[src/pkg/strobe_pkg.sv]
// Purpose: Shared constants and types for the system bus strobe decoder.
// Assumes: 20-bit real-mode physical addresses; APB data 32 bits wide.
// Notes:   Register offsets are byte addresses of aligned words.
package strobe_pkg;

  // ----------------------------------------------------------------------
  // Register map
  // ----------------------------------------------------------------------
  localparam logic [7:0] CTRL_OFS   = 8'h00;
  localparam logic [7:0] WIN0_OFS   = 8'h04;
  localparam logic [7:0] WIN1_OFS   = 8'h08;
  localparam logic [7:0] STATUS_OFS = 8'h0C;

  // Control bit positions.
  localparam int CTRL_SHADOW    = 0;
  localparam int CTRL_IORD_SUPP = 1;
  localparam int CTRL_IOWR_SUPP = 2;
  localparam int CTRL_OE_MODE   = 3;
  localparam int CTRL_OE_SEL    = 4;
  localparam int CTRL_WIDTH     = 5;

  // Window register fields: enable bit and 4 KiB page base/limit.
  localparam int WIN_EN     = 16;
  localparam int WIN_BASE_L = 0;
  localparam int WIN_LIM_L  = 8;

  localparam logic [31:0] CTRL_RST = 32'h0000_0000;
  localparam logic [31:0] WIN_RST  = 32'h0000_0000;

  // Boot ROM range F000:0 to FFFF:F in physical pages.
  localparam logic [7:0] BOOT_PAGE_LO = 8'hF0;
  localparam logic [7:0] BOOT_PAGE_HI = 8'hFF;

  // ----------------------------------------------------------------------
  // Types
  // ----------------------------------------------------------------------
  typedef enum logic [1:0] {
    CYC_IO_RD  = 2'b00,
    CYC_IO_WR  = 2'b01,
    CYC_MEM_RD = 2'b10,
    CYC_MEM_WR = 2'b11
  } cyc_kind_t;

  typedef struct packed {
    logic        valid;
    cyc_kind_t   kind;
    logic [19:0] addr;
    logic        internal;
    logic        sys_ram;
  } cyc_req_t;

  typedef struct packed {
    logic       io_read_strobe;
    logic       io_write_strobe;
    logic       mem_read_strobe;
    logic       mem_write_strobe;
    logic [1:0] rom_chip_enable;
  } strobes_t;

endpackage

[src/system_bus_strobe_decode.sv]
// Purpose: Drives external command strobes and ROM chip enables per cycle.
// Assumes: One cycle request at a time, held until cyc_done is returned.
// Notes:   Software reaches control and windows over APB.
//
// Behaviour
// Boot ROM select on unshadowed top-range reads.
// Either ROM enable via programmable extra windows.
// I/O read strobe during I/O reads.
// Option suppresses I/O read to internal devices.
// I/O write strobe during I/O writes.
// Option suppresses I/O write to internal devices.
// Memory read strobe, never for system RAM.
// Memory read strobe may be ROM output enable.
// Memory write strobe, never to RAM or ROM.
// Channel ready ORed with internal ready, waits.
// Width strap sizes boot ROM accesses.
// One strobe at most; idle between cycles.
`timescale 1ns/10ps

module system_bus_strobe_decode #(
  parameter int MIN_STROBE_CYCLES = 2
) (
  input  wire logic                sys_clk,
  input  wire logic                rstn,
  input  wire logic                psel,
  input  wire logic                penable,
  input  wire logic                pwrite,
  input  wire logic [7:0]          paddr,
  input  wire logic [31:0]         pwdata,
  output logic      [31:0]         prdata,
  output logic                     pready,
  output logic                     pslverr,
  input  wire strobe_pkg::cyc_req_t cyc_req,
  input  wire logic                internal_ready,
  input  wire logic                channel_ready_in,
  input  wire logic                rom_width_strap,
  output logic                     cyc_done,
  output logic                     rom_is_8bit,
  output strobe_pkg::strobes_t     strobes
);

  // Elaboration check: the wait counter is four bits wide.
  if (MIN_STROBE_CYCLES < 1 || MIN_STROBE_CYCLES > 15) begin : g_bad_min
    $error("MIN_STROBE_CYCLES out of range");
  end

  // ----------------------------------------------------------------------
  // APB register file
  // ----------------------------------------------------------------------
  logic [31:0] ctrl_q, ctrl_d, win0_q, win0_d, win1_q, win1_d;
  logic [31:0] prdata_d;
  logic        pready_d, pslverr_d, hit;
  logic        strap_q, strap_d, strap_seen_q, strap_seen_d;
  logic        width8_d;

  always_comb begin
    ctrl_d    = ctrl_q;
    win0_d    = win0_q;
    win1_d    = win1_q;
    prdata_d  = prdata;
    pslverr_d = 1'b0;
    pready_d  = 1'b0;
    hit = (paddr == strobe_pkg::CTRL_OFS) || (paddr == strobe_pkg::WIN0_OFS)
       || (paddr == strobe_pkg::WIN1_OFS)
       || (paddr == strobe_pkg::STATUS_OFS);
    if (psel && !penable) begin
      pready_d  = 1'b1;
      pslverr_d = !hit;
      prdata_d  = 32'h0000_0000;
      unique case (paddr)
        strobe_pkg::CTRL_OFS: prdata_d = ctrl_q;
        strobe_pkg::WIN0_OFS: prdata_d = win0_q;
        strobe_pkg::WIN1_OFS: prdata_d = win1_q;
        strobe_pkg::STATUS_OFS:
          prdata_d = {27'h0, strap_q, strobes.rom_chip_enable,
                      strobes.mem_read_strobe | strobes.mem_write_strobe,
                      strobes.io_read_strobe | strobes.io_write_strobe};
        default: prdata_d = 32'h0000_0000;
      endcase
    end
    if (psel && penable && pready && pwrite && !pslverr) begin
      unique case (paddr)
        strobe_pkg::CTRL_OFS: ctrl_d = pwdata;
        strobe_pkg::WIN0_OFS: win0_d = pwdata;
        strobe_pkg::WIN1_OFS: win1_d = pwdata;
        default: ;
      endcase
    end
  end

  always_ff @(posedge sys_clk or negedge rstn) begin
    if (!rstn) begin
      ctrl_q  <= strobe_pkg::CTRL_RST;
      win0_q  <= strobe_pkg::WIN_RST;
      win1_q  <= strobe_pkg::WIN_RST;
      prdata  <= 32'h0000_0000;
      pready  <= 1'b0;
      pslverr <= 1'b0;
    end else begin
      ctrl_q  <= ctrl_d;
      win0_q  <= win0_d;
      win1_q  <= win1_d;
      prdata  <= prdata_d;
      pready  <= pready_d;
      pslverr <= pslverr_d;
    end
  end

  // ----------------------------------------------------------------------
  // Width strap capture after reset release
  // ----------------------------------------------------------------------
  always_comb begin
    strap_seen_d = 1'b1;
    strap_d      = strap_seen_q ? strap_q : rom_width_strap;
    width8_d     = ctrl_q[strobe_pkg::CTRL_WIDTH] | strap_q;
  end

  always_ff @(posedge sys_clk or negedge rstn) begin
    if (!rstn) begin
      strap_q      <= 1'b0;
      strap_seen_q <= 1'b0;
    end else begin
      strap_q      <= strap_d;
      strap_seen_q <= strap_seen_d;
    end
  end

  // ----------------------------------------------------------------------
  // Address decode
  // ----------------------------------------------------------------------
  logic [7:0] page;
  logic       boot_hit, shadowed;
  logic [1:0] win_hit;
  logic       rom_access;
  logic [1:0] rce;
  strobe_pkg::strobes_t next_s;

  assign page     = cyc_req.addr[19:12];
  assign shadowed = ctrl_q[strobe_pkg::CTRL_SHADOW];
  assign boot_hit = (page >= strobe_pkg::BOOT_PAGE_LO)
                 && (page <= strobe_pkg::BOOT_PAGE_HI);

  // Each extra window maps its page range onto one ROM enable.
  for (genvar i = 0; i < 2; i++) begin : g_win
    logic [31:0] w;
    assign w = (i == 0) ? win0_q : win1_q;
    assign win_hit[i] = w[strobe_pkg::WIN_EN]
      && (page >= w[strobe_pkg::WIN_BASE_L +: 8])
      && (page <= w[strobe_pkg::WIN_LIM_L +: 8]);
  end

  always_comb begin
    rce = 2'b00;
    if (cyc_req.kind == strobe_pkg::CYC_MEM_RD && !cyc_req.sys_ram) begin
      rce[0] = (boot_hit && !shadowed) || win_hit[0];
      rce[1] = win_hit[1] && !rce[0];
    end
    rom_access = (boot_hit && !shadowed) || (|win_hit);
    next_s = '0;
    if (cyc_req.valid) begin
      next_s.rom_chip_enable = rce;
      unique case (cyc_req.kind)
        strobe_pkg::CYC_IO_RD:
          next_s.io_read_strobe = !(cyc_req.internal
            && ctrl_q[strobe_pkg::CTRL_IORD_SUPP]);
        strobe_pkg::CYC_IO_WR:
          next_s.io_write_strobe = !(cyc_req.internal
            && ctrl_q[strobe_pkg::CTRL_IOWR_SUPP]);
        strobe_pkg::CYC_MEM_RD:
          next_s.mem_read_strobe = !cyc_req.sys_ram && (!(|rce)
            || (ctrl_q[strobe_pkg::CTRL_OE_MODE]
                && rce[ctrl_q[strobe_pkg::CTRL_OE_SEL]]));
        strobe_pkg::CYC_MEM_WR:
          next_s.mem_write_strobe = !cyc_req.sys_ram
            && !rom_access;
      endcase
    end
  end

  // ----------------------------------------------------------------------
  // Cycle sequencer with wait states
  // ----------------------------------------------------------------------
  typedef enum logic [1:0] {
    ST_IDLE   = 2'b00,
    ST_ACTIVE = 2'b01,
    ST_DONE   = 2'b10
  } state_t;

  state_t               state_q, state_d;
  logic [3:0]           cnt_q, cnt_d;
  strobe_pkg::strobes_t strobes_d;
  logic                 done_d, ready_any;

  assign ready_any = channel_ready_in | internal_ready;

  always_comb begin
    state_d   = state_q;
    cnt_d     = cnt_q;
    strobes_d = strobes;
    done_d    = 1'b0;
    unique case (state_q)
      ST_IDLE: begin
        strobes_d = '0;
        if (cyc_req.valid) begin
          strobes_d = next_s;
          cnt_d     = 4'(MIN_STROBE_CYCLES - 1);
          state_d   = ST_ACTIVE;
        end
      end
      ST_ACTIVE: begin
        if (cnt_q != 4'h0) begin
          cnt_d = cnt_q - 4'h1;
        end else if (ready_any) begin
          strobes_d = '0;
          done_d    = 1'b1;
          state_d   = ST_DONE;
        end
      end
      ST_DONE: begin
        strobes_d = '0;
        if (!cyc_req.valid) begin
          state_d = ST_IDLE;
        end
      end
      default: begin
        strobes_d = '0;
        state_d   = ST_IDLE;
      end
    endcase
  end

  always_ff @(posedge sys_clk or negedge rstn) begin
    if (!rstn) begin
      state_q     <= ST_IDLE;
      cnt_q       <= 4'h0;
      strobes     <= '0;
      cyc_done    <= 1'b0;
      rom_is_8bit <= 1'b0;
    end else begin
      state_q     <= state_d;
      cnt_q       <= cnt_d;
      strobes     <= strobes_d;
      cyc_done    <= done_d;
      rom_is_8bit <= width8_d;
    end
  end

  // ----------------------------------------------------------------------
  // Checks
  // ----------------------------------------------------------------------
  AST_ONE_STROBE: assert property (@(posedge sys_clk) disable iff (!rstn)
    $onehot0({strobes.io_read_strobe, strobes.io_write_strobe,
              strobes.mem_read_strobe, strobes.mem_write_strobe}))
    else $error("more than one command strobe active");
  AST_IDLE_QUIET: assert property (@(posedge sys_clk) disable iff (!rstn)
    state_q == ST_IDLE |-> strobes == '0)
    else $error("strobes active while idle");
  AST_BOOT_CE: assert property (@(posedge sys_clk) disable iff (!rstn)
    state_q == ST_IDLE && cyc_req.valid && boot_hit && !shadowed
    && cyc_req.kind == strobe_pkg::CYC_MEM_RD && !cyc_req.sys_ram
    |=> strobes.rom_chip_enable[0])
    else $error("boot rom select missing");
  AST_NO_RAM_RD: assert property (@(posedge sys_clk) disable iff (!rstn)
    state_q == ST_IDLE && cyc_req.valid && cyc_req.sys_ram
    |=> !strobes.mem_read_strobe && !strobes.mem_write_strobe)
    else $error("memory strobe during system ram cycle");
  AST_IORD_SUPP: assert property (@(posedge sys_clk) disable iff (!rstn)
    state_q == ST_IDLE && cyc_req.valid && cyc_req.internal
    && ctrl_q[strobe_pkg::CTRL_IORD_SUPP]
    && cyc_req.kind == strobe_pkg::CYC_IO_RD
    |=> !strobes.io_read_strobe)
    else $error("io read strobe not suppressed");
  AST_IOWR_ON: assert property (@(posedge sys_clk) disable iff (!rstn)
    state_q == ST_IDLE && cyc_req.valid && !cyc_req.internal
    && cyc_req.kind == strobe_pkg::CYC_IO_WR
    |=> strobes.io_write_strobe)
    else $error("io write strobe missing");
  AST_WAIT: assert property (@(posedge sys_clk) disable iff (!rstn)
    state_q == ST_ACTIVE && cnt_q == 4'h0 && !ready_any
    |=> state_q == ST_ACTIVE && !cyc_done)
    else $error("cycle ended without ready");
  AST_ROM_WR: assert property (@(posedge sys_clk) disable iff (!rstn)
    state_q == ST_IDLE && cyc_req.valid && rom_access
    && cyc_req.kind == strobe_pkg::CYC_MEM_WR
    |=> !strobes.mem_write_strobe)
    else $error("memory write strobe to rom");
  AST_IORD_ON: assert property (@(posedge sys_clk) disable iff (!rstn)
    state_q == ST_IDLE && cyc_req.valid && !cyc_req.internal
    && cyc_req.kind == strobe_pkg::CYC_IO_RD
    |=> strobes.io_read_strobe)
    else $error("io read strobe missing");
  AST_IOWR_SUPP: assert property (@(posedge sys_clk) disable iff (!rstn)
    state_q == ST_IDLE && cyc_req.valid && cyc_req.internal
    && ctrl_q[strobe_pkg::CTRL_IOWR_SUPP]
    && cyc_req.kind == strobe_pkg::CYC_IO_WR
    |=> !strobes.io_write_strobe)
    else $error("io write strobe not suppressed");
  AST_WIN_CE: assert property (@(posedge sys_clk) disable iff (!rstn)
    state_q == ST_IDLE && cyc_req.valid && win_hit == 2'b10
    && !(boot_hit && !shadowed) && !cyc_req.sys_ram
    && cyc_req.kind == strobe_pkg::CYC_MEM_RD
    |=> strobes.rom_chip_enable == 2'b10)
    else $error("second rom enable missing");
  AST_ROM_OE: assert property (@(posedge sys_clk) disable iff (!rstn)
    state_q == ST_IDLE && cyc_req.valid && !cyc_req.sys_ram
    && cyc_req.kind == strobe_pkg::CYC_MEM_RD
    && ctrl_q[strobe_pkg::CTRL_OE_MODE]
    && rce[ctrl_q[strobe_pkg::CTRL_OE_SEL]]
    |=> strobes.mem_read_strobe)
    else $error("rom output enable strobe missing");
  AST_WIDTH: assert property (@(posedge sys_clk) disable iff (!rstn)
    strap_q || ctrl_q[strobe_pkg::CTRL_WIDTH] |=> rom_is_8bit)
    else $error("rom width not reported");
  AST_DONE_QUIET: assert property (@(posedge sys_clk) disable iff (!rstn)
    cyc_done |-> strobes == '0)
    else $error("strobes active after cycle end");

endmodule

[config.mk]
export PLATFORM = sky130hd
export DESIGN_NAME = system_bus_strobe_decode
export DESIGN_NICKNAME = d
export VERILOG_FILES = /design/src/pkg/strobe_pkg.sv /design/src/system_bus_strobe_decode.sv
export SDC_FILE = /design/constraint.sdc
export NUM_CORES = 1
export LEC_CHECK = 0
export BUFFER_PORTS_ARGS = -buffer_cell sky130_fd_sc_hd__buf_2
export CAP_MARGIN = 25
export CORE_MARGIN = 2
export CORE_UTILIZATION = 35
export CTS_CLUSTER_SIZE = 30
export DETAILED_ROUTE_END_ITERATION = 7
export PLACE_DENSITY = 0.57
export SKIP_CTS_REPAIR_TIMING = 1
export SLEW_MARGIN = 5
export SYNTH_ARGS = -nofsm -noshare
export SYNTH_HDL_FRONTEND = slang
export SYNTH_SLANG_ARGS = --single-unit
export TNS_END_PERCENT = 50
[constraint.sdc]
create_clock -name sys_clk -period 2.3 [get_ports sys_clk]
set_clock_uncertainty 0.1 [all_clocks]
set_input_delay 0.23 -clock sys_clk [delete_from_list [all_inputs] [get_ports sys_clk]]
set_output_delay 0.23 -clock sys_clk [all_outputs]
set_load 0.005 [all_outputs]
Word-level counts from Yosys, hierarchy flattened

Cells that the tools add are included.

Eq/ne operators: 13
Add/subtract/negate cells: 1
Reduce and logical (&&, ||, !) cells: 47
Bitwise operators: 4
Order comparisons: 7
Muxes and demuxes: 25

Operators with widths:

| operator             | number |
|---|---|
| $pmux W32 S4         | 1 |
| $logic_and A1 B1 Y1  | 18 |
| $mux W6              | 3 |
| $eq A8 B4 Y1 const B | 2 |
| $ge A8 B8 Y1         | 2 |
| $le A8 B8 Y1         | 2 |
| $pmux W6 S2          | 1 |
| $mux W1              | 11 |
| $logic_not A1 Y1     | 10 |
| $mux W2              | 5 |
| $ne A2 B2 Y1 const B | 5 |
| $eq A8 B3 Y1 const B | 1 |
| $ge A8 B8 Y1 const B | 1 |
| $le A8 B8 Y1 const B | 1 |
| $logic_not A8 Y1     | 1 |
| $mux W4              | 2 |
| $pmux W4 S2          | 1 |
| $reduce_and A2 Y1    | 4 |
| $eq A2 B2 Y1 const B | 3 |
| $logic_or A1 B1 Y1   | 6 |
| $pmux W2 S3          | 1 |
| $eq A2 B1 Y1 const B | 2 |
| $logic_not A2 Y1     | 2 |
| $or A1 B1 Y1         | 4 |
| 7 further kinds      | 8 |

Word-level logic and storage cells: 114
Bits of input ports: 73
Flip-flop bits (word level): 146

Depth between registers and ports, before layout

Gate-level depths: netlist of run 1.

Word-level depth: 15
Depth in mapped cells: 9

Worst setup path after synthesis of run 1

Ideal clock, no wire load.

Path kind: register -> register
Start point: register win1_q[9], in the netlist g_win[1].w[9]
End point: register strobes[3] in the netlist's numbering
Setup slack: 0.259 ns
Setup time: 0.131 ns
Clock period less this slack: 2.041 ns
Buffers on the path: 0
Arrival: 1.810 ns
Cell stages (with the launch flop): 10
Required time: 2.069 ns
Cells stage by stage: dfrtp_1 -> inv_1 -> ha_1 -> nor2b_1 -> o211ai_1 -> a21oi_1 -> nor4b_2 -> a2bb2oi_2 -> nor3b_1 -> or3_1

Longest elaborated chain between the ends: 12
Elaborated cells between the ends (all ways): 14
Classes of those cells: order compare: 1; mux: 6; reduce/logical: 7

RTL lines:

| item                                       | line                            | RTL |
|---|---|---|
| from (decl)                                | system_bus_strobe_decode.sv:50  | `logic [31:0] ctrl_q, ctrl_d, win0_q, win0_d, win1_q, win1_d;` |
| from (signal assigned)                     | system_bus_strobe_decode.sv:95  | `win1_q <= strobe_pkg::WIN_RST;` |
| from (signal assigned)                     | system_bus_strobe_decode.sv:102 | `win1_q <= win1_d;` |
| $le A8 B8 Y1 (*)                           | system_bus_strobe_decode.sv:149 | `&& (page <= w[strobe_pkg::WIN_LIM_L +: 8]);` |
| $logic_and A1 B1 Y1 (*)                    | system_bus_strobe_decode.sv:149 |  |
| $logic_and A1 B1 Y1 (*)                    | system_bus_strobe_decode.sv:156 | `rce[1] = win_hit[1] && !rce[0];` |
| $mux W2 (*)                                | system_bus_strobe_decode.sv:154 | `if (cyc_req.kind == strobe_pkg::CYC_MEM_RD && !cyc_req.sys_ram) begin` |
| $mux W1 (implied by the code) (2 in a row) | system_bus_strobe_decode.sv:172 | `&& rce[ctrl_q[strobe_pkg::CTRL_OE_SEL]]));` |
| $logic_and A1 B1 Y1                        | system_bus_strobe_decode.sv:172 |  |
| $logic_or A1 B1 Y1 (*)                     | system_bus_strobe_decode.sv:171 | `\|\| (ctrl_q[strobe_pkg::CTRL_OE_MODE]` |
| $logic_and A1 B1 Y1 (*)                    | system_bus_strobe_decode.sv:170 | `next_s.mem_read_strobe = !cyc_req.sys_ram && (!(\|rce)` |
| $mux W1 (*)                                | system_bus_strobe_decode.sv:162 | `unique case (cyc_req.kind)` |
| $mux W6 (*)                                | system_bus_strobe_decode.sv:204 | `if (cyc_req.valid) begin` |
| $pmux W6 S2 (*)                            | system_bus_strobe_decode.sv:201 | `unique case (state_q)` |
| to (signal assigned)                       | system_bus_strobe_decode.sv:242 | `strobes <= strobes_d;` |
| to (decl)                                  | system_bus_strobe_decode.sv:39  | `output strobe_pkg::strobes_t strobes` |

Mark *: on every way between the ends. The rest lies on a longest branch, timed or not. The select of a mux whose other input is x is not followed.
A chain may end at the register's enable or synchronous reset.

Final worst setup path of run 1

Same ends and word-level chain as after synthesis.

==> summary.md, run 1 <==
The final clock period utilization by the worst path is 97.8%. The tools report the area of the multi-input gates as 0.00301 mm2. The sort of element at the end of the critical path was a flip-flop. Setup repair after global routing could not meet its margin everywhere. The adder and majority cell fraction of the synthesized area is 5.95%, and the summed instance area of the synthesized netlist is 0.00694 mm2. The final reports fail on hold timing. Clock transition at the register clock pins on the worst setup and hold paths after CTS: 0.06 ns.

The run gives 978 as the cell count after placement. For the DRC violations left, the log shows 0. The congestion estimate from routability-driven global placement came to 0.868. Data on the critical path arrives at its endpoint at 2.45 ns.

Setup violations remaining at the end of the flow were counted as 0. The number of primary I/O pins was 115. The final hold violation count is 3.

The internal power contribution came out at 4500 uW. The sequential cells in the finished layout cover a total of 0.00365 mm2. Global routing used 17.4% of the available tracks. In this run the power spent charging and discharging nets is 1620 uW.

The tools report the startpoint kind of the worst setup timing path as a flip-flop. Yosys mapped the design onto 46 distinct sky130hd cell types. The filler-free cell count of the finished design is 1048, and the data required time at the worst endpoint is 2.50 ns. The synthesized area divided by synthesized cell count works out to 11.1 um2. The share of cells above drive strength 1 is 31.3%. On the critical path, the stage with the largest delay is an instance of sky130_fd_sc_hd__dfrtp_1.

Summing the areas of all compound-gate instances in the mapped netlist gives 10.2% of the synthesized area. The tools report the leakage power as 0.00445 uW. At the end of the flow the core is filled with cells to 45.2%. When the netlist entered floorplanning its net count stood at 730. The synthesized netlist devotes 0.126% of its cell area to XOR and XNOR gates. Relative contribution of the clock network to total power: 45.1%. The die is 145 um tall. Counting cells, the worst reg-to-reg path comes to 9. The tools report the maximum vdd ir drop as 389 uV.

The startpoint identified for the worst register-to-register timing path is g_win[1].w[9]$_DFFE_PN0P_. After detailed routing, the number of vias per cell comes to 4.93. In this run switching power makes up 26.5% of total power. The later pin in the worst-skew pair is clocked with a latency of 0.42 ns. During placement, the flow inserted port buffers numbering 102. Master cell of the clock root buffer: sky130_fd_sc_hd__clkbuf_16. Total power divided by cell area: 697 mW/mm2. Combinational cells account for 10.7% of the total power.

The share of the Yosys chip area taken by registers is 52.7%. The register bit count reported by yosys was 146; the worst max-slew margin expressed relative to the limit was 59.9%. The run gives 1805 as the count of filler cells inserted in the layout. The smallest hold slack was -0.0270 ns. The run finished, with violations left.

The first global-routing pass estimated 27600 um of wire. After synthesis, the largest family of logic cells by area is multiplexers. After Yosys synthesis, and, or, nand and nor cells account for 9.67% of the synthesized area. After detailed routing, the average wire length per cell comes to 16.6 um. Number of buffer and inverter stages on the critical path: 1.

For this run, the slowest stage of the critical path takes 0.39 ns. The tools report the origin of the worst setup path as g_win[1].w[9]$_DFFE_PN0P_. The number of antenna diodes in the final layout is 0. The die width is 145 um.

The critical path crosses 9 cells after its start point. The routed design could run at a clock period as short as 2.25 ns. The initial utilization of the core area, before any placement, comes to 35.6%. Counting every instance in the synthesized netlist gives 624. Of all nets on the critical path, the largest fanout is 3. The run gives 2 as the maximum clock insertion buffer count.

Number of antenna violations at the first check in global routing: 0. The initialized floorplan defines 51 standard-cell rows. The run gives 0.05 ns as the worst setup slack for register-to-register paths.

The routed layout has 5167 vias. The total routed wirelength was 17400 um. The run gives 0 as the count of nets left with antenna violations after detail routing.

The run gives 4 as the CTS H-tree depth. The layout overhead on the synthesized area was 26.8%. The mux cell area share after synthesis came out at 16.7%. The critical path in this run is classified as reg -> reg. At the pin with the least slew margin, the transition time is 0.599 ns. TritonCTS built the clock tree.

Entering global routing, the biggest net connects 60 pins. The pre-antenna-repair detailed-routing pass consisted of 4 iterations. Once detailed placement completed, the half-perimeter wirelength came to 12200 um.

Counting every sink on the clock net gives 146. The run gives 44.2% as the share of total power in sequential cells. At the end of the flow, the number of nets in the layout was 876.

In this design, the largest share of critical-path delay is due to simple AND/OR/NAND/NOR gates. Max-slew violation total from the final report: 0. The floorplan step defined a core boundary enclosing 0.0195 mm2.

Die area: 0.0210 mm2. The tool flagged a number of max-cap violations equal to 0. The endpoint identified for the worst register-to-register timing path is strobes[3]$_DFFE_PN0P_.

For this run, the top clock speed supported by timing is 0.445 GHz. Path type of the worst min-delay path: in -> reg. The tools report the via count of the first global-routing pass as 5242.

The signal on the critical path passes through inv_2, ha_4, nor2b_4, o211ai_1, a21oi_2, nor4b_2, a2bb2oi_2, nor3b_2, or3_1. The number of clock buffers added by TritonCTS is 17. During synthesis, Yosys emitted a total of 0 warnings. Capturing element of the worst setup path: strobes[3]$_DFFE_PN0P_. The logs give 214 for the violation count after the first detailed-route iteration and 0 for the sum of overflow across all layers after global routing.
power by group through the flow:
| stage | registers (uW) | clock network, uW | logic [uW] |
|---|---|---|---|
| 2_1_floorplan | 2740 | 0 | 331 |
| 3_3_place_gp | 2740 | 0 | 572 |
| 3_5_place_dp | 2750 | 0 | 610 |
| 4_1_cts | 2700 | 2830 | 615 |
| 5_1_grt | 2710 | 2940 | 744 |
| 6_report | 2710 | 2760 | 657 |
kinds of logic after synthesis:
kind of cell    count (synthesis)
compound gates                126
xor+xnor                        1
fa+ha+maj                      33
buf+inv                        65
flops                         146
mux                           101
other cells                     1
simple gates                  151
per-layer routing:
| layer | share of wire, % | vias up | track usage [%] |
|---|---|---|---|
| met1 | 46 | 2588 | 22.6 |
| met3 | 4.2 | 12 | 4.77 |
| met5 | 0 | - | 0 |
| met2 | 49 | 101 | 28.4 |
| met4 | 0.79 | 0 | 5.01 |
| li1 | - | 2466 | - |
per-stage QoR:
stage	total power (uW)	TNS, ns	setup slack, ns	cell area, um2	hold slack, ns
finish	6130	0	0.0505	8790	-0.0270
CTS	6150	0	0.00674	8400	-0.304
global route	6400	-0.0867	-0.0867	8790	0.00708
floorplan	3070	0	0.259	6940	-0.166
global placement	3310	0	0.0563	7800	0.149
detailed placement	3360	0	0.0218	7800	0.154
cells in the mapped netlist (all sizes together):
| library cell | instances | area (um2) |
|---|---|---|
| nand2b | 3 | 18.8 |
| conb | 1 | 3.75 |
| a31oi | 1 | 12.5 |
| or2 | 3 | 18.8 |
| a21o | 1 | 7.51 |
| buf | 19 | 143 |
| and3 | 3 | 18.8 |
| and2 | 2 | 12.5 |
| or3 | 1 | 6.26 |
| mux2 | 69 | 777 |
| nand2 | 69 | 259 |
| a221oi | 1 | 8.76 |
| ha | 33 | 413 |
| nor3 | 5 | 25.0 |
| mux4 | 5 | 113 |
| clkbuf | 12 | 46.3 |
| mux2i | 27 | 270 |
| nor3b | 1 | 7.51 |
| nor2b | 5 | 31.3 |
| nand4b | 1 | 8.76 |
| dfrtp | 146 | 3650 |
| a2bb2oi | 1 | 15.0 |
| nor2 | 46 | 173 |
| inv | 34 | 128 |
| a22o | 8 | 70.1 |
| nand4 | 5 | 31.3 |
| a211oi | 1 | 7.51 |
| xor2 | 1 | 8.76 |
| o31ai | 2 | 15.0 |
| nor4b | 2 | 23.8 |
| nand3 | 2 | 10.0 |
| nor4 | 1 | 6.26 |
| or4b | 2 | 20.0 |
| o211ai | 4 | 30.0 |
| a21oi | 40 | 200 |
| a32o | 1 | 10.0 |
| o21ai | 64 | 320 |
| o22ai | 2 | 12.5 |
state kept, by name, summed over array words and instances, names as in the netlist:
| name | count |
|---|---|
| pslverr | 1 |
| g_win.w | 64 |
| strap_q | 1 |
| strobes | 6 |
| ctrl_q | 32 |
| strap_seen_q | 1 |
| prdata | 32 |
| pready | 1 |
| rom_is_8bit | 1 |
| cnt_q | 4 |
| state_q | 2 |
| cyc_done | 1 |
cell usage in the layout, fill, tap and decap left out, types with 3 or more instances in the layout:
master | synthesis | routed
sky130_fd_sc_hd__mux2i_1 | 27 | 27
sky130_fd_sc_hd__buf_12 | 0 | 5
sky130_fd_sc_hd__inv_8 | 0 | 3
sky130_fd_sc_hd__nor2_1 | 46 | 46
sky130_fd_sc_hd__dlygate4sd3_1 | 0 | 33
sky130_fd_sc_hd__dfrtp_1 | 146 | 146
sky130_fd_sc_hd__nand2b_1 | 3 | 3
sky130_fd_sc_hd__mux4_2 | 5 | 5
sky130_fd_sc_hd__or2_2 | 3 | 3
sky130_fd_sc_hd__mux2_2 | 67 | 67
sky130_fd_sc_hd__buf_2 | 6 | 101
sky130_fd_sc_hd__a21oi_1 | 40 | 39
sky130_fd_sc_hd__o211ai_1 | 4 | 4
sky130_fd_sc_hd__clkbuf_16 | 0 | 17
sky130_fd_sc_hd__a22o_1 | 8 | 8
sky130_fd_sc_hd__nand4_1 | 5 | 5
sky130_fd_sc_hd__clkinv_4 | 0 | 3
sky130_fd_sc_hd__inv_1 | 34 | 33
sky130_fd_sc_hd__o21ai_0 | 63 | 62
sky130_fd_sc_hd__nor3_1 | 5 | 5
sky130_fd_sc_hd__inv_6 | 0 | 4
sky130_fd_sc_hd__ha_1 | 33 | 32
sky130_fd_sc_hd__nand2_1 | 69 | 69
sky130_fd_sc_hd__buf_4 | 5 | 18
area by class of cell:
| type | instances | area share, % |
|---|---|---|
| clock buffers | 19 | 5.15 |
| clock inverters | 13 | 1.59 |
| inverters | 34 | 1.45 |
| multi-input cells | 413 | 34.2 |
| flip-flops and latches | 146 | 41.5 |
| well taps | 265 | 3.77 |
| repair buffers | 158 | 12.3 |
how the worst min path moves through the flow:
stage | startpoint | end | slack [ns] | depth (start not counted)
floorplan | rstn | cnt_q[0]$_DFFE_PN0P_ | -0.17 | 0
global placement | rstn | prdata[3]$_DFFE_PN0P_ | 0.15 | 1
detailed placement | rstn | prdata[4]$_DFFE_PN0P_ | 0.15 | 1
CTS | rstn | prdata[3]$_DFFE_PN0P_ | -0.30 | 1
global route | pwdata[6] | ctrl_q[6]$_DFFE_PN0P_ | 0.007 | 2
finish | cyc_req[24] | state_q[0]$_DFFE_PN0P_ | -0.03 | 3
worst reg2reg max path, cell delays in order (launching register included):
cell and delay (ns):
sky130_fd_sc_hd__dfrtp_1 0.39, sky130_fd_sc_hd__inv_2 0.08, sky130_fd_sc_hd__ha_4 0.20, sky130_fd_sc_hd__nor2b_4 0.12, sky130_fd_sc_hd__o211ai_1 0.20, sky130_fd_sc_hd__a21oi_2 0.09, sky130_fd_sc_hd__nor4b_2 0.30, sky130_fd_sc_hd__a2bb2oi_2 0.26
sky130_fd_sc_hd__nor3b_2 0.08, sky130_fd_sc_hd__or3_1 0.31
No activity file was read; power rests on OpenSTA's default activity.
==> run 2: changes to the inputs <==
==> constraint.sdc (replaced) <==
create_clock -name sys_clk -period 2.1 [get_ports sys_clk]
set_clock_uncertainty 0.1 [all_clocks]
set_input_delay 0.21 -clock sys_clk [delete_from_list [all_inputs] [get_ports sys_clk]]
set_output_delay 0.21 -clock sys_clk [all_outputs]
set_load 0.005 [all_outputs]
==> run 2 against run 1 <==
  * The run ends with hold timing, setup timing left
  * Critical endpoint unchanged
  * Critical path depth unchanged
  * Flip-flop and latch count unchanged
  * Highest routed layer unchanged
  * Via count increased by 1.3%
==> summary.md, run 2 (synthesized netlist as in run 1, its figures left out) <==
The run finished, with violations left. The checks that failed: hold timing, setup timing. The number of CTS-inserted buffers is 17, and the worst reg2reg path depth is 9. Across the run, the number of max-cap violations was 0.

Walking the worst path, the cells encountered are inv_1, ha_1, nor2b_1, o211ai_1, a21oi_1, o22ai_1, a31oi_2, a22o_1, or3_1. Combinational logic burns 11.1% of the power. The logs give 0 for the sum of overflow across all layers after global routing and 255 for the violation count after the first detailed-route iteration. The core region is 0.0195 mm2. STA classifies the critical path startpoint as a flip-flop.

Summing over every cut layer, the via total after detailed routing is 5236. The wire-length estimate of the detail-placed layout is 12300 um. The largest stage delay on the critical path was 0.37 ns; the post-layout total power was 6610 uW. For this run, the top clock speed supported by timing is 0.454 GHz. The worst pin sits at a relative slew slack of 59.4%. Final hold violation count: 2.

The total routing resource utilization after global routing is 17.7%. Path type of the worst min-delay path: in -> reg. Setup violations remaining at the end of the flow were counted as 2.

The tools report the terminus of the critical flop-to-flop path as strobes[3]$_DFFE_PN0P_. The startpoint of the worst hold path is channel_ready_in. The tools report the max-slew violation total from the final report as 0.

The total power divided by cell area came out at 750 mW/mm2. Summed over all layers, the routed wires come to 17500 um. The run gives 4 as the CTS H-tree depth. The cell family contributing the most delay on the critical path is compound AO/OA/AOI/OAI gates. The critical path is of the reg -> reg type. Entering global routing, the biggest net connects 52 pins.

The first global-routing pass estimated 28300 um of wire. The busiest layer in global routing is met2. The DRC violations left is 0, and the internal power contribution is 4840 uW. The startpoint of the lowest-slack register-to-register path was g_win[0].w[9]$_DFFE_PN0P_. Master cell of the clock root buffer: sky130_fd_sc_hd__clkbuf_16. In this run, the clock network consumes 44.0% of the power. The congestion estimate from routability-driven global placement came to 0.839. At the pin with the least slew margin, the transition time is 0.607 ns. The die covers 0.0210 mm2. Subtracting the final worst setup slack from the clock period gives 2.20 ns. The starting utilization of the core area was 35.6%; the count of filler cells inserted in the layout was 1839. The floorplan has 51 rows.

In the layout the commonest cells are 146 x sky130_fd_sc_hd__dfrtp_1, 101 x sky130_fd_sc_hd__buf_2, 69 x sky130_fd_sc_hd__nand2_1. Number of sinks on the clock net: 146. After detailed routing, the average wire length per cell comes to 16.7 um. The run gives 0.00786 mm2 as the standard cell area after detailed placement.

The via count of the first global-routing pass is 5443, and the worst endpoint data arrival time is 2.40 ns. For the worst setup slack after layout, the log shows -0.103 ns. For this design the total switching power over the nets is 1770 uW.

The worst-case IR drop observed on VDD is 497 uV. Once detail routing completed, the nets flagged for antenna violations numbered 0. For this design the static power due to leakage is 0.00446 uW. The run gives 115 as the number of primary I/O pins.

Setup repair after global routing could not meet its margin everywhere. Timing analysis after detailed placement gives a worst setup slack of -0.108 ns. The run gives -0.10 ns as the worst setup slack for register-to-register paths. Leaving out fill and tap cells, the most frequent cell in the layout is sky130_fd_sc_hd__dfrtp_1. The run gives 0 as the number of antenna cells inserted.

The number of buffer and inverter stages on the critical path works out to 1. The register with the most flip-flops in the layout has 64 of them. At the end of the flow, the number of nets in the layout was 880. The clock passes through at most 2 buffers. The switching share of total power came out at 26.8%.

STA classifies the critical path endpoint as a flip-flop. The worst path uses 105% of the clock period. For this run, global-route usage on met3 was measured as 3.95%. The count of input and output buffers works out to 102. TritonCTS built the clock tree.

For met1 alone, demand over resource in global routing was 22.9%. The via density per instance was 4.98. The area of all placed cells without fillers is 0.00882 mm2. The layout overhead on the synthesized area is 27.1%. The destination of the worst hold path was cyc_done$_DFF_PN0_.

Clock transition at the register clock pins on the worst setup and hold paths after CTS: 0.06 ns. The die width was 145 um; the smallest hold slack was -0.0103 ns. For the worst-skew pair, the clock arrives at the later sink with an insertion delay of 0.42 ns. The vertical die dimension is 145 um, and the number of cells traversed by the worst hold path is 3. For the number of antenna violations at the first check in global routing, the log shows 0.

Slowest cell on the critical path: sky130_fd_sc_hd__dfrtp_1. The first detailed-routing pass took 4 iterations. For met2 alone, demand over resource in global routing was 29.8%. The largest driver fanout on the critical path is 4. Of the cells placed in the final design, the portion with a size suffix greater than 1 is 31.4%. The logs give 2.30 ns for the data required time at the worst endpoint and 44.8% for the share of total power in sequential cells.
==> run 2: power by group through the flow <==
| stage | sequential [uW] | combinational, uW | clock (uW) |
|---|---|---|---|
| after floorplan | 3000 | 362 | 0 |
| after global placement | 3000 | 656 | 0 |
| after detailed placement | 3010 | 688 | 0 |
| after CTS | 2960 | 690 | 2980 |
| after global routing | 2970 | 831 | 3100 |
| final | 2960 | 736 | 2910 |
==> run 2: per-stage QoR <==
step / cells / TNS [ns] / utilization [%]
2_1_floorplan: 624 / 0 / -
3_3_place_gp: 983 / -0.0886 / 40.4
3_5_place_dp: 983 / -0.125 / 40.4
4_1_cts: 1015 / -0.150 / 43.3
5_1_grt: 1052 / -0.686 / 45.3
6_report: 1052 / -0.139 / 45.3
==> run 2: worst max path at each step <==
stage                                    start                endpoint  slack, ns  cells past startpoint
finish               g_win[0].w[9]$_DFFE_PN0P_  strobes[3]$_DFFE_PN0P_      -0.10                      9
global route        g_win[0].w[15]$_DFFE_PN0P_  strobes[3]$_DFFE_PN0P_      -0.23                      8
CTS                  g_win[1].w[9]$_DFFE_PN0P_  strobes[3]$_DFFE_PN0P_      -0.12                      9
detailed placement                 cyc_req[15]  strobes[3]$_DFFE_PN0P_      -0.11                      9
global placement     g_win[1].w[9]$_DFFE_PN0P_  strobes[3]$_DFFE_PN0P_      -0.09                      9
floorplan            g_win[1].w[9]$_DFFE_PN0P_  strobes[3]$_DFFE_PN0P_       0.06                      9
==> run 2: layout make-up <==
class	count	area (um2)	share of cell area, %
multi-input cells	413	3010	34.1
inverters	34	128	1.45
repair buffers	162	1130	12.8
well taps	265	332	3.76
clock inverters	12	110	1.25
flip-flops and latches	146	3650	41.4
clock buffers	20	457	5.18
==> run 2: per-layer routing <==
layer | share of wire (%) | vias to the layer above
met5 | 0 | -
met4 | 1.0 | 0
met3 | 3.3 | 13
met2 | 49 | 111
met1 | 46 | 2641
li1 | - | 2471
==> run 2: worst register-to-register path, stage by stage (launching register included) <==
cell,delay [ns]
sky130_fd_sc_hd__dfrtp_1,0.37
sky130_fd_sc_hd__inv_1,0.08
sky130_fd_sc_hd__ha_1,0.24
sky130_fd_sc_hd__nor2b_1,0.13
sky130_fd_sc_hd__o211ai_1,0.15
sky130_fd_sc_hd__a21oi_1,0.09
sky130_fd_sc_hd__o22ai_1,0.19
sky130_fd_sc_hd__a31oi_2,0.16
sky130_fd_sc_hd__a22o_1,0.20
sky130_fd_sc_hd__or3_1,0.36
==> run 3: changes to the inputs <==
--- a/config.mk
+++ b/config.mk
@@ -5,6 +5,7 @@
 export SDC_FILE = /design/constraint.sdc
 export NUM_CORES = 1
 export LEC_CHECK = 0
+export ABC_AREA = 1
 export BUFFER_PORTS_ARGS = -buffer_cell sky130_fd_sc_hd__buf_2
 export CAP_MARGIN = 25
 export CORE_MARGIN = 2
==> constraint.sdc (replaced) <==
create_clock -name sys_clk -period 2.1 [get_ports sys_clk]
set_clock_uncertainty 0.1 [all_clocks]
set_input_delay 0.42 -clock sys_clk [delete_from_list [all_inputs] [get_ports sys_clk]]
set_output_delay 0.42 -clock sys_clk [all_outputs]
set_load 0.005 [all_outputs]
==> run 3 against run 2 <==
  * The run now ends clean
  * Combinational power shrank 9.4%
  * Non-clock buffer count decreased by 36
  * Cell area is 2.7% lower
==> summary.md, run 3 <==
The run finished with clean final reports. Most common library cell in the layout ignoring fill and taps: sky130_fd_sc_hd__nand2_1. Sorting the synthesized cells by how often they occur yields 218 x sky130_fd_sc_hd__nand2_1, 146 x sky130_fd_sc_hd__dfrtp_1, 100 x sky130_fd_sc_hd__inv_1. In this run, the combinational gates consume 10.3% of the power. The compound-gate portion of the synthesized area is 16.5%. Terminus of the critical flop-to-flop path: strobes[3]$_DFFE_PN0P_.

The Yosys step of the flow raised 0 warnings. The post-route minimum period is 1.93 ns. Total routed wirelength: 17000 um. The number of primary I/O pins is 115. Entering global routing, the biggest net connects 60 pins. After global routing the overflow that remains totals 0.

The relative contribution of the clock network to total power came out at 44.2%. The logs give 2.37 ns for the data required time at the worst endpoint and 28300 um for the first-pass GRT wire length. In this run the horizontal extent of the chip is 146 um. STA classifies the critical path endpoint as a flip-flop.

The critical path starts at g_win[0].w[13]$_DFFE_PN0P_. The final hold violation count is 0. The critical path ends at strobes[3]$_DFFE_PN0P_. Ranked by total cell area, the synthesized netlist is headed by sky130_fd_sc_hd__dfrtp_1 52%, sky130_fd_sc_hd__nand2_1 12%, sky130_fd_sc_hd__o21ai_1 6.3%. Count of nets left with antenna violations after detail routing: 0.

The clock reaches the later pin of the worst-skew pair after 0.42 ns. The share of total power dissipated in sequential elements is 45.5%. The repair_antennas step left the layout with diodes totalling 0. The run gives 325 uV as the maximum vdd ir drop. Counting cells, the worst reg-to-reg path comes to 15. The critical path is of the reg -> reg type. The floorplan step defined a core boundary enclosing 0.0200 mm2. The via count of the first global-routing pass was 5448. The number of cell rows was 52. In the final routed layout, each cell accounts on average for 14.3 um. The cell accounting for the most synthesized area was sky130_fd_sc_hd__dfrtp_1. The register bit count reported by yosys came out at 146. The register with the most flip-flops in the layout has 64 of them.

The worst setup path is launched from a flip-flop. Static timing analysis puts the maximum clock frequency at 0.518 GHz. The cell sitting at the root of the clock tree is a sky130_fd_sc_hd__clkbuf_16.

The summed instance area of the synthesized netlist was 0.00708 mm2; the share of synthesized registers carrying an async set or reset was 100%. The number of nets handed over by synthesis was 903. The total power divided by cell area was 755 mW/mm2; the leakage power was 0.00427 uW.

Measured along the y axis, the die boundary spans 146 um. Of the total power, the share spent switching nets is 25.1%. After detailed routing, the number of vias per cell comes to 4.64.

The final layout contains 1017 nets. The tightest min-delay check is of the in -> reg type. The synthesized netlist devotes 16.6% of its cell area to simple gates. For this run, design rule violations remaining after detail routing come to 0. The wire-length estimate of the detail-placed layout is 12000 um. In this run the register-to-register setup slack is 0.17 ns. After synthesis, the largest family of logic cells by area is simple AND/OR/NAND/NOR gates.

In this run the tool buffered the top-level ports with 102 buffer cells. Global routing consumed, over all layers together, 16.7% of the routing resources. In this run the number of H-tree levels came out at 4. Cells with a size suffix above 1 make up 22.0% of the layout.

Clock tree synthesis inserted a total of 17 buffers. Of the total synthesized cell area, the portion taken by XOR and XNOR cells is 0%. TritonCTS built the clock tree. For the worst setup path, the data arrival time is 2.20 ns. The die covers 0.0214 mm2.

After technology mapping, the gate count stands at 797. In this run the worst path has a maximum fanout of 3. The maximum clock insertion buffer count is 2, and the final standard cell utilization of the core is 42.8%.

After synthesis, the largest area contributor takes up 51.6% of total cell area. The tools report the max-slew violation total from the final report as 0. The leading cell type by number of instances after synthesis is sky130_fd_sc_hd__nand2_1. Setup violations remaining at the end of the flow were counted as 0. The adder and majority cell fraction of the synthesized area came out at 5.84%. The library cells used most frequently in the layout, excluding fill and tap cells, are 217 x sky130_fd_sc_hd__nand2_1, 146 x sky130_fd_sc_hd__dfrtp_1, 101 x sky130_fd_sc_hd__buf_2. Final hold analysis gives a worst-case slack of 0.125 ns. The number of maximum-capacitance violations was 0; the mux cell area share after synthesis was 0.159%. Setup total negative slack on the finished layout was measured at 0 ns. Sequential elements use 51.6% of the synthesized area. The logs give 1630 uW for the net switching power figure and 4850 uW for the internal power contribution. Relative to the synthesized area, the layout overhead comes to 21.3%. Among all flip-flop cells after synthesis, the most frequent one is sky130_fd_sc_hd__dfrtp_1. The clock transition at the register clock pins on the worst setup and hold paths after CTS was 0.06 ns; the number of sinks on the clock net was 146. The number of synthesized flops with an enable pin came out at 0. The final clock period utilization by the worst path works out to 92.0%. The pre-antenna-repair detailed-routing pass consisted of 5 iterations.

The detailed router finished its first iteration with 297 violations. The number of antenna violations at the first check in global routing is 0, and the routability-driven placement congestion ratio is 0.797. Detailed routing inserted a total of 5536 vias. In this run, distinct cell masters in the synthesized netlist total 41.

The initial utilization of the core area, before any placement, comes to 35.3%. The synthesized area divided by synthesized cell count works out to 8.88 um2. Startpoint of the lowest-slack register-to-register path: g_win[0].w[13]$_DFFE_PN0P_.
-- run 3: cell count changes after synthesis, sizes merged, moves of 12 or more --
| cell | delta |
|---|---|
| nand2 | +155 |
| o21ai | +73 |
| inv | +70 |
| mux2 | -68 |
| mux2i | -27 |
| a21oi | -18 |
| a221oi | +12 |
-- run 3: power by group through the flow --
stage | Sequential [uW] | Clock (uW) | Combinational [uW]
6_report | 2950 | 2860 | 667
5_1_grt | 2950 | 3030 | 786
4_1_cts | 2950 | 2920 | 669
3_5_place_dp | 3000 | 0 | 665
3_3_place_gp | 3000 | 0 | 657
2_1_floorplan | 2990 | 0 | 390
-- run 3: final cells by class --
type	instances	area, um2
multi-input cells	515	2810
flip-flops and latches	146	3650
well taps	270	338
clock inverters	10	83.8
repair buffers	126	812
inverters	105	407
fillers	2026	11500
clock buffers	22	474
-- run 3: per-stage QoR --
step / power [uW] / setup slack (ns) / cell area (um2) / std cells
after floorplan: 3380 / 0.331 / 7080 / 797
after global placement: 3650 / -0.0155 / 7930 / 1158
after detailed placement: 3660 / -0.0307 / 7930 / 1158
after CTS: 6530 / 0.128 / 8490 / 1190
after global routing: 6770 / -0.00957 / 8580 / 1194
final: 6480 / 0.168 / 8580 / 1194
-- run 3: logic make-up (layout without fill, tap and decap cells) --
family,Yosys count,count (layout)
compound gates,196,196
fa+ha+maj,33,33
buf+inv,136,263
flops,146,146
mux,1,1
other cells,1,1
simple gates,284,284
-- run 3: critical path, stage by stage, from the launching register on --
cell and delay, ns:
sky130_fd_sc_hd__dfrtp_1 0.37, sky130_fd_sc_hd__inv_1 0.08, sky130_fd_sc_hd__ha_1 0.24, sky130_fd_sc_hd__a21oi_1 0.15, sky130_fd_sc_hd__nor2_1 0.06, sky130_fd_sc_hd__nor2_1 0.09
sky130_fd_sc_hd__nand2_1 0.06, sky130_fd_sc_hd__nand2_1 0.08, sky130_fd_sc_hd__nand3_2 0.09, sky130_fd_sc_hd__nand2_2 0.08, sky130_fd_sc_hd__nand2_1 0.08, sky130_fd_sc_hd__a21oi_1 0.17
sky130_fd_sc_hd__nand2_1 0.06, sky130_fd_sc_hd__nand2_1 0.06, sky130_fd_sc_hd__nand2_1 0.05, sky130_fd_sc_hd__nand2_1 0.05
-- run 3: worst min path at each step --
stage                     from                    end  slack [ns]  cells past startpoint
6_report       rom_width_strap    strap_q$_DFFE_PN0N_        0.12                      2
3_3_place_gp              rstn   cnt_q[1]$_DFFE_PN0P_        0.29                      1
3_5_place_dp              rstn  rom_is_8bit$_DFF_PN0_        0.29                      1
2_1_floorplan             rstn   cnt_q[0]$_DFFE_PN0P_        0.02                      0
4_1_cts                   rstn  rom_is_8bit$_DFF_PN0_       -0.16                      1
5_1_grt        rom_width_strap    strap_q$_DFFE_PN0N_        0.12                      2
-- run 3: routing by layer --
| metal | part of all wire, % | global-route usage (%) | up-vias |
|---|---|---|---|
| met5 | 0 | 0 | - |
| met4 | 1.6 | 5.73 | 0 |
| met3 | 4.0 | 3.94 | 21 |
| met2 | 46 | 26.4 | 100 |
| met1 | 49 | 22.8 | 2577 |
| li1 | - | - | 2838 |
